## config.mk

```make
export PLATFORM = sky130hd
export DESIGN_NAME = dual_legacy_counter_timer
export DESIGN_NICKNAME = d
export VERILOG_FILES = /design/src/dual_legacy_counter_timer.v
export VERILOG_INCLUDE_DIRS = /design/src /design/src/src
export SDC_FILE = /design/constraint.sdc
export NUM_CORES = 1
export LEC_CHECK = 0
export ABC_AREA = 1
export BUFFER_PORTS_ARGS = -buffer_cell sky130_fd_sc_hd__buf_2
export CORE_ASPECT_RATIO = 0.75
export CORE_MARGIN = 2
export CORE_UTILIZATION = 55
export CTS_CLUSTER_DIAMETER = 40
export DETAILED_ROUTE_END_ITERATION = 6
export PLACE_DENSITY_LB_ADDON = 0.2
export REMOVE_ABC_BUFFERS = 1
export SLEW_MARGIN = 10
export SYNTH_ARGS = -nofsm -noshare
export SYNTH_HDL_FRONTEND = slang
export SYNTH_SLANG_ARGS = --single-unit
```

## constraint.sdc

```tcl
create_clock -name clock_in -period 3.05 [get_ports clock_in]
set_input_delay 0.4575 -clock clock_in [delete_from_list [all_inputs] [get_ports clock_in]]
set_output_delay 0.4575 -clock clock_in [all_outputs]
set_load 0.01 [all_outputs]
```

## src/dual_timer_defines.vh

```
// Constants for the dual legacy counter/timer block.
// Assumes inclusion by bare name from the design file.
`ifndef DUAL_TIMER_DEFINES_VH
`define DUAL_TIMER_DEFINES_VH
// Register offsets
`define ADDR_CLOCK_SELECT     8'h8e
`define ADDR_CLOCK_SELECT_EXT 8'he4
`define ADDR_TIMER_CONTROL    8'h88
`define ADDR_TIMER_MODE       8'h89
`define ADDR_TIMER_A_LOW      8'h8a
`define ADDR_TIMER_B_LOW      8'h8b
`define ADDR_TIMER_A_HIGH     8'h8c
`define ADDR_TIMER_B_HIGH     8'h8d
`define ADDR_IRQ_ENABLE       8'ha8
`define ADDR_GATE_POLARITY    8'he5
`define ADDR_IRQ_ACK          8'he6
// Field positions, clock select
`define CS_TIMER_A   2
`define CS_TIMER_B   3
// Field positions, control
`define TC_A_RUN     4
`define TC_A_FLAG    5
`define TC_B_RUN     6
`define TC_B_FLAG    7
// Field positions, mode register
`define TM_A_MODE_LO 0
`define TM_A_MODE_HI 1
`define TM_A_CSEL    2
`define TM_A_GATE    3
`define TM_B_MODE_LO 4
`define TM_B_MODE_HI 5
`define TM_B_CSEL    6
`define TM_B_GATE    7
// Irq enable, ack, polarity fields
`define IE_A         1
`define IE_B         3
`define ACK_A        0
`define ACK_B        1
`define POL_A        0
`define POL_B        1
// Mode encodings
`define MODE_13BIT   2'h0
`define MODE_16BIT   2'h1
`define MODE_RELOAD  2'h2
`define MODE_SPLIT   2'h3
// Prescale encodings and divide counts
`define PS_DIV12     2'h0
`define PS_DIV4      2'h1
`define PS_DIV48     2'h2
`define PS_EXT8      2'h3
`define DIV12_LAST   6'h0b
`define DIV4_LAST    6'h03
`define DIV48_LAST   6'h2f
`define EXT8_LAST    3'h7
// Misc
`define RESET_BYTE   8'h00
`define EXT_WRITABLE 8'h0f
`define TOP_13BIT    13'h1fff
`define ONES_BYTE    8'hff
`endif

```

## src/dual_legacy_counter_timer.v

```verilog
// Two legacy counter/timers with shared clock select and prescaler.
// Assumes event and gate pins are synchronous to clock_in and the register port is
// a single-cycle strobe master with read data one cycle later.
//
// Contract
// - prescale field picks clock/12, /4, /48 or external clock/8.
// - timer B clock select bit 3: prescaled or system clock.
// - timer A clock select bit 2: prescaled or system clock.
// - counter select counts falling edges on the event pin.
// - count only when run and gate is off or gate input active.
// - 13-bit mode uses high byte and low bits 4 to 0.
// - 13-bit wrap from 0x1fff sets overflow flag, may interrupt.
// - run bit never clears the count; software preloads it.
// - timer B mirrors timer A with its own bits and gate input.
// - 16-bit mode counts across both bytes.
// - reload mode wraps low byte, sets flag, reloads from high byte.
// - split mode low byte uses timer A controls and flag.
// - split high byte runs on timer B run, sets timer B flag.
// - in split, timer B counts internal only and never sets flag.
// - timer B mode 3 stops timer B.
// - overflow interrupts only when its enable bit is set.
// - clock control bits 7 to 4 drive timer 2 and 3 selects.
// - flags writable by software, cleared on interrupt vector.
//
// The implementer's own choice: the address-and-strobe port.
`timescale 1ns/100ps
`include "dual_timer_defines.vh"

module dual_legacy_counter_timer (
	// Clock and reset
	input  wire       clock_in,
	input  wire       rst_in,
	// Register port
	input  wire [7:0] addr_in,
	input  wire [7:0] wdata_in,
	input  wire       wr_in,
	input  wire       rd_in,
	output reg  [7:0] rdata_out,
	// Pins
	input  wire       event_pin_a_in,
	input  wire       event_pin_b_in,
	input  wire       gate_input_a_in,
	input  wire       gate_input_b_in,
	input  wire       ext_clock_in,
	// Interrupts and overflow pulses
	output reg        timer_a_irq_out,
	output reg        timer_b_irq_out,
	output reg        timer_b_overflow_out,
	// Clock selects for timers 2 to 5
	output reg        tmr2_low_clock_select_out,
	output reg        tmr2_high_clock_select_out,
	output reg        tmr3_low_clock_select_out,
	output reg        tmr3_high_clock_select_out,
	output reg        tmr4_low_clock_select_out,
	output reg        tmr4_high_clock_select_out,
	output reg        tmr5_low_clock_select_out,
	output reg        tmr5_high_clock_select_out
);

////////////////////////////////////////////////////////////////////////

reg  [7:0] timer_clock_select;
reg  [7:0] timer_clock_select_ext;
reg  [7:0] timer_control_reg;
reg  [7:0] timer_mode_reg;
reg  [7:0] interrupt_enable_reg;
reg  [1:0] gate_polarity;
reg  [7:0] timer_a_low_byte;
reg  [7:0] timer_a_high_byte;
reg  [7:0] timer_b_low_byte;
reg  [7:0] timer_b_high_byte;
reg  [5:0] div_count;
reg  [2:0] ext_div_count;
reg        ext_sync1;
reg        ext_sync2;
reg        ext_prev;
reg        event_prev_a;
reg        event_prev_b;

function wr_hit;
	input       strobe;
	input [7:0] addr;
	input [7:0] target;
	begin
		wr_hit = strobe && (addr == target);
	end
endfunction

// Decode from explicit ports so every process stays sensitive to the bus
wire hit_sel   = wr_hit(wr_in, addr_in, `ADDR_CLOCK_SELECT);
wire hit_sel_x = wr_hit(wr_in, addr_in, `ADDR_CLOCK_SELECT_EXT);
wire hit_ctl   = wr_hit(wr_in, addr_in, `ADDR_TIMER_CONTROL);
wire hit_mode  = wr_hit(wr_in, addr_in, `ADDR_TIMER_MODE);
wire hit_a_lo  = wr_hit(wr_in, addr_in, `ADDR_TIMER_A_LOW);
wire hit_a_hi  = wr_hit(wr_in, addr_in, `ADDR_TIMER_A_HIGH);
wire hit_b_lo  = wr_hit(wr_in, addr_in, `ADDR_TIMER_B_LOW);
wire hit_b_hi  = wr_hit(wr_in, addr_in, `ADDR_TIMER_B_HIGH);
wire hit_ie    = wr_hit(wr_in, addr_in, `ADDR_IRQ_ENABLE);
wire hit_pol   = wr_hit(wr_in, addr_in, `ADDR_GATE_POLARITY);
wire hit_ack   = wr_hit(wr_in, addr_in, `ADDR_IRQ_ACK);

////////////////////////////////////////////////////////////////////////
// Prescaler

wire ext_rise = ext_sync2 && !ext_prev;
wire [1:0] prescale_select = timer_clock_select[1:0];
reg        prescale_tick;
reg  [5:0] div_last;

always @* begin
	case (prescale_select)
	`PS_DIV12: div_last = `DIV12_LAST;
	`PS_DIV4:  div_last = `DIV4_LAST;
	`PS_DIV48: div_last = `DIV48_LAST;
	default:   div_last = `DIV12_LAST;
	endcase
	if (prescale_select == `PS_EXT8)
		prescale_tick = ext_rise && (ext_div_count == `EXT8_LAST);
	else
		prescale_tick = (div_count == div_last);
end

// External clock is foreign: two-stage sync before edge detection
always @(posedge clock_in or posedge rst_in) begin
	if (rst_in) begin
		div_count     <= 6'h00;
		ext_div_count <= 3'h0;
		ext_sync1     <= 1'b0;
		ext_sync2     <= 1'b0;
		ext_prev      <= 1'b0;
		event_prev_a  <= 1'b0;
		event_prev_b  <= 1'b0;
	end else begin
		ext_sync1    <= ext_clock_in;
		ext_sync2    <= ext_sync1;
		ext_prev     <= ext_sync2;
		event_prev_a <= event_pin_a_in;
		event_prev_b <= event_pin_b_in;
		if (div_count >= div_last)
			div_count <= 6'h00;
		else
			div_count <= div_count + 6'h01;
		if (ext_rise)
			ext_div_count <= ext_div_count + 3'h1;
	end
end

////////////////////////////////////////////////////////////////////////
// Tick selection and enables

wire [1:0] mode_a = timer_mode_reg[`TM_A_MODE_HI:`TM_A_MODE_LO];
wire [1:0] mode_b = timer_mode_reg[`TM_B_MODE_HI:`TM_B_MODE_LO];
wire       split  = (mode_a == `MODE_SPLIT);
wire       a_run  = timer_control_reg[`TC_A_RUN];
wire       b_run  = timer_control_reg[`TC_B_RUN];

// pins are assumed held two cycles, so one-cycle history suffices
wire fall_a = event_prev_a && !event_pin_a_in;
wire fall_b = event_prev_b && !event_pin_b_in;

wire int_tick_a = timer_clock_select[`CS_TIMER_A] ? 1'b1 : prescale_tick;
wire int_tick_b = timer_clock_select[`CS_TIMER_B] ? 1'b1 : prescale_tick;

wire gate_ok_a = !timer_mode_reg[`TM_A_GATE] ||
	(gate_input_a_in == gate_polarity[`POL_A]);
// timer B gated by second input
wire gate_ok_b = !timer_mode_reg[`TM_B_GATE] ||
	(gate_input_b_in == gate_polarity[`POL_B]);

wire tick_a = timer_mode_reg[`TM_A_CSEL] ? fall_a : int_tick_a;
// no external edges for timer B in split
wire tick_b = (timer_mode_reg[`TM_B_CSEL] && !split) ? fall_b : int_tick_b;

wire inc_a  = a_run && gate_ok_a && tick_a;
// split high byte: internal tick, timer B run
wire inc_ah = split && b_run && int_tick_a;
// mode 3 stops B; in split B runs on its mode alone
wire inc_b  = (mode_b != `MODE_SPLIT) && tick_b &&
	(split ? 1'b1 : (b_run && gate_ok_b));

////////////////////////////////////////////////////////////////////////
// Counting, shared by both timers

reg  [7:0] next_a_low;
reg  [7:0] next_a_high;
reg  [7:0] next_b_low;
reg  [7:0] next_b_high;
reg        ovf_a;
reg        ovf_ah;
reg        ovf_b;

task step;
	input      [1:0] mode;
	input      [7:0] lo;
	input      [7:0] hi;
	output reg [7:0] nlo;
	output reg [7:0] nhi;
	output reg       ovf;
	reg        [12:0] c13;
	begin
		nlo = lo;
		nhi = hi;
		ovf = 1'b0;
		c13 = {hi, lo[4:0]};
		case (mode)
		`MODE_13BIT: begin
			ovf = (c13 == `TOP_13BIT);
			c13 = c13 + 13'h0001;
			nhi = c13[12:5];
			nlo = {lo[7:5], c13[4:0]};
		end
		`MODE_16BIT: begin
			ovf = ({hi, lo} == {`ONES_BYTE, `ONES_BYTE});
			{nhi, nlo} = {hi, lo} + 16'h0001;
		end
		`MODE_RELOAD: begin
			ovf = (lo == `ONES_BYTE);
			nlo = ovf ? hi : lo + 8'h01;
		end
		default: begin
			ovf = (lo == `ONES_BYTE);
			nlo = lo + 8'h01;
		end
		endcase
	end
endtask

// counts advance from loaded value only
always @* begin
	next_a_low  = timer_a_low_byte;
	next_a_high = timer_a_high_byte;
	next_b_low  = timer_b_low_byte;
	next_b_high = timer_b_high_byte;
	ovf_a  = 1'b0;
	ovf_ah = 1'b0;
	ovf_b  = 1'b0;
	if (inc_a)
		step(mode_a, timer_a_low_byte, timer_a_high_byte,
			next_a_low, next_a_high, ovf_a);
	if (inc_ah) begin
		ovf_ah      = (timer_a_high_byte == `ONES_BYTE);
		next_a_high = timer_a_high_byte + 8'h01;
	end
	if (inc_b)
		step(mode_b, timer_b_low_byte, timer_b_high_byte,
			next_b_low, next_b_high, ovf_b);
end

////////////////////////////////////////////////////////////////////////
// Registers

wire ack_a = hit_ack && wdata_in[`ACK_A];
wire ack_b = hit_ack && wdata_in[`ACK_B];
wire set_a = ovf_a;
// timer B own overflow never sets flag in split
wire set_b = split ? ovf_ah : ovf_b;
reg  [7:0] next_control;

// software write and vector clear; hardware set wins
always @* begin
	next_control = timer_control_reg;
	if (hit_ctl)
		next_control = wdata_in;
	if (ack_a)
		next_control[`TC_A_FLAG] = 1'b0;
	if (ack_b)
		next_control[`TC_B_FLAG] = 1'b0;
	if (set_a)
		next_control[`TC_A_FLAG] = 1'b1;
	if (set_b)
		next_control[`TC_B_FLAG] = 1'b1;
end

always @(posedge clock_in or posedge rst_in) begin
	if (rst_in) begin
		timer_clock_select     <= `RESET_BYTE;
		timer_clock_select_ext <= `RESET_BYTE;
		timer_control_reg      <= `RESET_BYTE;
		timer_mode_reg         <= `RESET_BYTE;
		interrupt_enable_reg   <= `RESET_BYTE;
		gate_polarity          <= 2'h0;
		timer_a_low_byte       <= `RESET_BYTE;
		timer_a_high_byte      <= `RESET_BYTE;
		timer_b_low_byte       <= `RESET_BYTE;
		timer_b_high_byte      <= `RESET_BYTE;
	end else begin
		timer_control_reg <= next_control;
		// Software byte write overrides a same-cycle count
		timer_a_low_byte  <= hit_a_lo ? wdata_in : next_a_low;
		timer_a_high_byte <= hit_a_hi ? wdata_in : next_a_high;
		timer_b_low_byte  <= hit_b_lo ? wdata_in : next_b_low;
		timer_b_high_byte <= hit_b_hi ? wdata_in : next_b_high;
		if (hit_sel)
			timer_clock_select <= wdata_in;
		if (hit_sel_x)
			timer_clock_select_ext <= wdata_in & `EXT_WRITABLE;
		if (hit_mode)
			timer_mode_reg <= wdata_in;
		if (hit_ie)
			interrupt_enable_reg <= wdata_in;
		if (hit_pol)
			gate_polarity <= wdata_in[1:0];
	end
end

////////////////////////////////////////////////////////////////////////
// Read port and outputs

reg [7:0] read_mux;

always @* begin
	case (addr_in)
	`ADDR_CLOCK_SELECT:     read_mux = timer_clock_select;
	`ADDR_CLOCK_SELECT_EXT: read_mux = timer_clock_select_ext;
	`ADDR_TIMER_CONTROL:    read_mux = timer_control_reg;
	`ADDR_TIMER_MODE:       read_mux = timer_mode_reg;
	`ADDR_TIMER_A_LOW:      read_mux = timer_a_low_byte;
	`ADDR_TIMER_A_HIGH:     read_mux = timer_a_high_byte;
	`ADDR_TIMER_B_LOW:      read_mux = timer_b_low_byte;
	`ADDR_TIMER_B_HIGH:     read_mux = timer_b_high_byte;
	`ADDR_IRQ_ENABLE:       read_mux = interrupt_enable_reg;
	`ADDR_GATE_POLARITY:    read_mux = {6'h00, gate_polarity};
	default:                read_mux = `RESET_BYTE;
	endcase
end

always @(posedge clock_in or posedge rst_in) begin
	if (rst_in) begin
		rdata_out                  <= `RESET_BYTE;
		timer_a_irq_out            <= 1'b0;
		timer_b_irq_out            <= 1'b0;
		timer_b_overflow_out       <= 1'b0;
		tmr2_low_clock_select_out  <= 1'b0;
		tmr2_high_clock_select_out <= 1'b0;
		tmr3_low_clock_select_out  <= 1'b0;
		tmr3_high_clock_select_out <= 1'b0;
		tmr4_low_clock_select_out  <= 1'b0;
		tmr4_high_clock_select_out <= 1'b0;
		tmr5_low_clock_select_out  <= 1'b0;
		tmr5_high_clock_select_out <= 1'b0;
	end else begin
		rdata_out <= rd_in ? read_mux : `RESET_BYTE;
		timer_a_irq_out <= next_control[`TC_A_FLAG] &&
			interrupt_enable_reg[`IE_A];
		timer_b_irq_out <= next_control[`TC_B_FLAG] &&
			interrupt_enable_reg[`IE_B];
		// timer B overflow still serves other peripherals
		timer_b_overflow_out <= ovf_b;
		tmr2_low_clock_select_out  <= timer_clock_select[4];
		tmr2_high_clock_select_out <= timer_clock_select[5];
		tmr3_low_clock_select_out  <= timer_clock_select[6];
		tmr3_high_clock_select_out <= timer_clock_select[7];
		tmr4_low_clock_select_out  <= timer_clock_select_ext[0];
		tmr4_high_clock_select_out <= timer_clock_select_ext[1];
		tmr5_low_clock_select_out  <= timer_clock_select_ext[2];
		tmr5_high_clock_select_out <= timer_clock_select_ext[3];
	end
end

endmodule // dual_legacy_counter_timer

```

==> flow_summary.yaml <==
synthesis:
  synth_ff_type: "dfrtp_1"
  ys_warn_count: 0
  synth-seq-area-share_pct: 40.00
  synth_area_um2: 6444
  synth_area_leaders: "dfrtp_1 (40%), nand2_1 (16%), inv_1 (5.4%)"
  synth_cell_types: 47
  async_flop_share_pct: 100.0
  synth.largest_area_cell: "dfrtp_1"
  synth_cells: 882
  ys_ff_latch: 103
  synth_edf_count: 0
  postSynthAreaPerCell_um2: 7.306
  yosys.area.top_type_share_pct: 40.00
sta:
  tightest_slew_ns: 0.7202
  fin_crit_sh_pct: 76.42
  relSlewSlack_pct: 51.99
  hold_violations: 0
  clock-skew-final_ns: 0.009066
  fmax_mhz: 429.0
  setup_viol: 0
  layout_setup_ws_ns: 0.7192
  slew_violations: 0
  grt_setup_unrepaired: "false"
  finalCriticalPeriod_ns: 2.331
placement:
  gp_congestion: 0.9989
  pre_cts_slack_ns: 0.7747
  dpl.cell_count: 1074
  port_buffers: 43
  dp_hpwl_mm: 14.07
critical_path:
  endpoint_kind: "register"
  worstPathRequired_ns: 3.34
  startpoint_type: "register"
  path_class: "register to register"
  critical_path_arrival_ns: 2.62
  cp_max_fo: 11
routing:
  drt_iter0_drc: 751
  vias_per_cell: 5.649
  wl_per_cell_um: 16.95
  antenna_left: 0
  finalWirelength_mm: 18.48
  drc: 0
  vias: 6157
  drt_pass1_iterations: 6
layout:
  final.fill_count: 1045
  drive_gt1_share_pct: 12.50
  finalNonFillerCells: 1090
  area_growth_pct: 10.37
  n_antenna_cell: 0
  final_common_cell: "nand2_1"
  final_cell_mix: "nand2_1 (281), dfrtp_1 (103), inv_1 (91)"
  layout.nets: 957
pwr:
  ir_worst_vdd_v: 0.0003023
  sw_frac_of_total_pct: 31.86
  p_int_mw: 2.309
  p_per_area_nw_per_um2: 476.5
  p_comb_share_pct: 17.3
  leakage_nw: 3.463
  p_sw_mw: 1.080
  seqPwrFrac_pct: 48.6
  clkPwrFrac_pct: 34.0
  p_total_mw: 3.389
floorplanning:
  row_count: 34
  initial_core_util_pct: 55.89
  core_area_um2: 11530
  die_x_um: 129.0
  io_pins: 44
  die_h_um: 97.74
  die_area_um2: 12610
grt:
  overflow: 0
  antenna_found_initial: 0
  grt.total_usage_pct: 30.82
  grt_max_degree: 57
  grt_pass1_vias: 5524
  grt_pass1_wl_mm: 29.94
clock_network:
  clock-sinks: 103
  postCtsHoldBufs: 0
  clock_path_buffers: 2
  cts_root_buffer: "clkbuf_16"
  cts_max_level: 3
  clk_latency_ns: 0.35
  postCtsSetupRepairBufs: 0
  cts.reportedPaths.clkPinSlew_ns: 0.07
  tritoncts: "built"
  cts_buffers: 9
  cts_resized: 0
min_path:
  hold_class: "primary input to register"
outcome:
  outcome: "finished clean"
run:
  cap_viol_max_count: 0
power by group through the flow:
| stage | combinational [mW] | clock (mW) | sequential, mW |
|---|---|---|---|
| global placement | 0.568 | 0 | 1.67 |
| floorplan | 0.420 | 0 | 1.63 |
| global route | 0.678 | 1.23 | 1.67 |
| detailed placement | 0.586 | 0 | 1.67 |
| CTS | 0.584 | 1.17 | 1.64 |
| finish | 0.588 | 1.15 | 1.65 |
path summary, 6_finish.rpt:
path / startpoint / endpoint / slack, ns / cells after the start
worst max-delay path: timer_clock_select[0]$_DFFE_PP0P_ / timer_a_high_byte[0]$_DFFE_PP0P_ / 0.72 / 12
worst min register to register: ext_sync1$_DFF_PP0_ / ext_sync2$_DFF_PP0_ / 0.35 / 0
worst min-delay path: ext_clock_in / ext_sync1$_DFF_PP0_ / 0.21 / 1
worst max register to register: timer_clock_select[0]$_DFFE_PP0P_ / timer_a_high_byte[0]$_DFFE_PP0P_ / 0.72 / 12
max in group asynchronous: rst_in / timer_a_low_byte[4]$_DFFE_PP0P_ / 2.14 / 3
min in group asynchronous: rst_in / interrupt_enable_reg[1]$_DFFE_PP0P_ / 0.22 / 2
synthesized netlist by cell type (3+ instances only):
cell type	n
o211ai_1	17
buf_2	8
nand3_1	62
inv_1	92
nor2_8	5
and3_1	3
nand4_1	23
o21ai_0	50
nand3b_1	5
nor2_2	6
ha_1	9
o21ai_1	26
o22ai_1	12
xor2_1	17
nand3_2	3
nor2_1	66
inv_2	7
clkbuf_1	3
nand2_4	4
nor3_1	11
nand2_2	9
nor2_4	10
xnor2_1	4
dfrtp_1	103
nand2_1	281
a21oi_1	20
cell type report:
| type | count | area [um^2] | share of cell area [%] |
|---|---|---|---|
| multi-input combinational | 663 | 3402 | 47.84 |
| sequential | 103 | 2577 | 36.24 |
| inverter | 102 | 395.4 | 5.559 |
| clock buffer | 10 | 239.0 | 3.360 |
| timing repair buffer | 44 | 235.2 | 3.308 |
| tap | 162 | 202.7 | 2.850 |
| clock inverter | 6 | 60.06 | 0.8445 |
layer usage:
layer,global-route usage (%),vias up,wire (um)
met4,8.110,0,270
met1,47.57,2865,8595
met2,44.04,293,7879
met3,6.521,32,1735
li1,-,2967,-
met5,0,-,0
kinds of logic after synthesis:
family	Yosys count	share of synthesized area, %
flops	103	40.00
fa+ha+maj	9	1.748
xor+xnor	21	2.854
simple gates	496	36.04
compound gates	137	12.16
buf+inv	116	7.204
per-stage QoR:
stage	instance area, um^2	util (%)	hold WS [ns]	setup TNS [ns]
2_1_floorplan	6372	-	0.3312	-11.47
3_3_place_gp	6813	59.09	0.3327	0
3_5_place_dp	6813	59.09	0.3356	0
4_1_cts	7112	61.69	0.2020	0
5_1_grt	7112	61.69	0.1959	0
6_report	7112	61.69	0.2087	0
critical path, stage by stage, from the launching register on:
cell and delay (ns):
dfrtp_1 0.42, inv_1 0.09, nand2_1 0.08, ha_1 0.28, inv_1 0.07, nor2_1 0.05, nand3_1 0.14, nand3_1 0.11
nand2_1 0.33, nand2_1 0.16, nor2_1 0.35, nand2_1 0.09, nand3_1 0.09
Power figures use the tool's default switching activity.
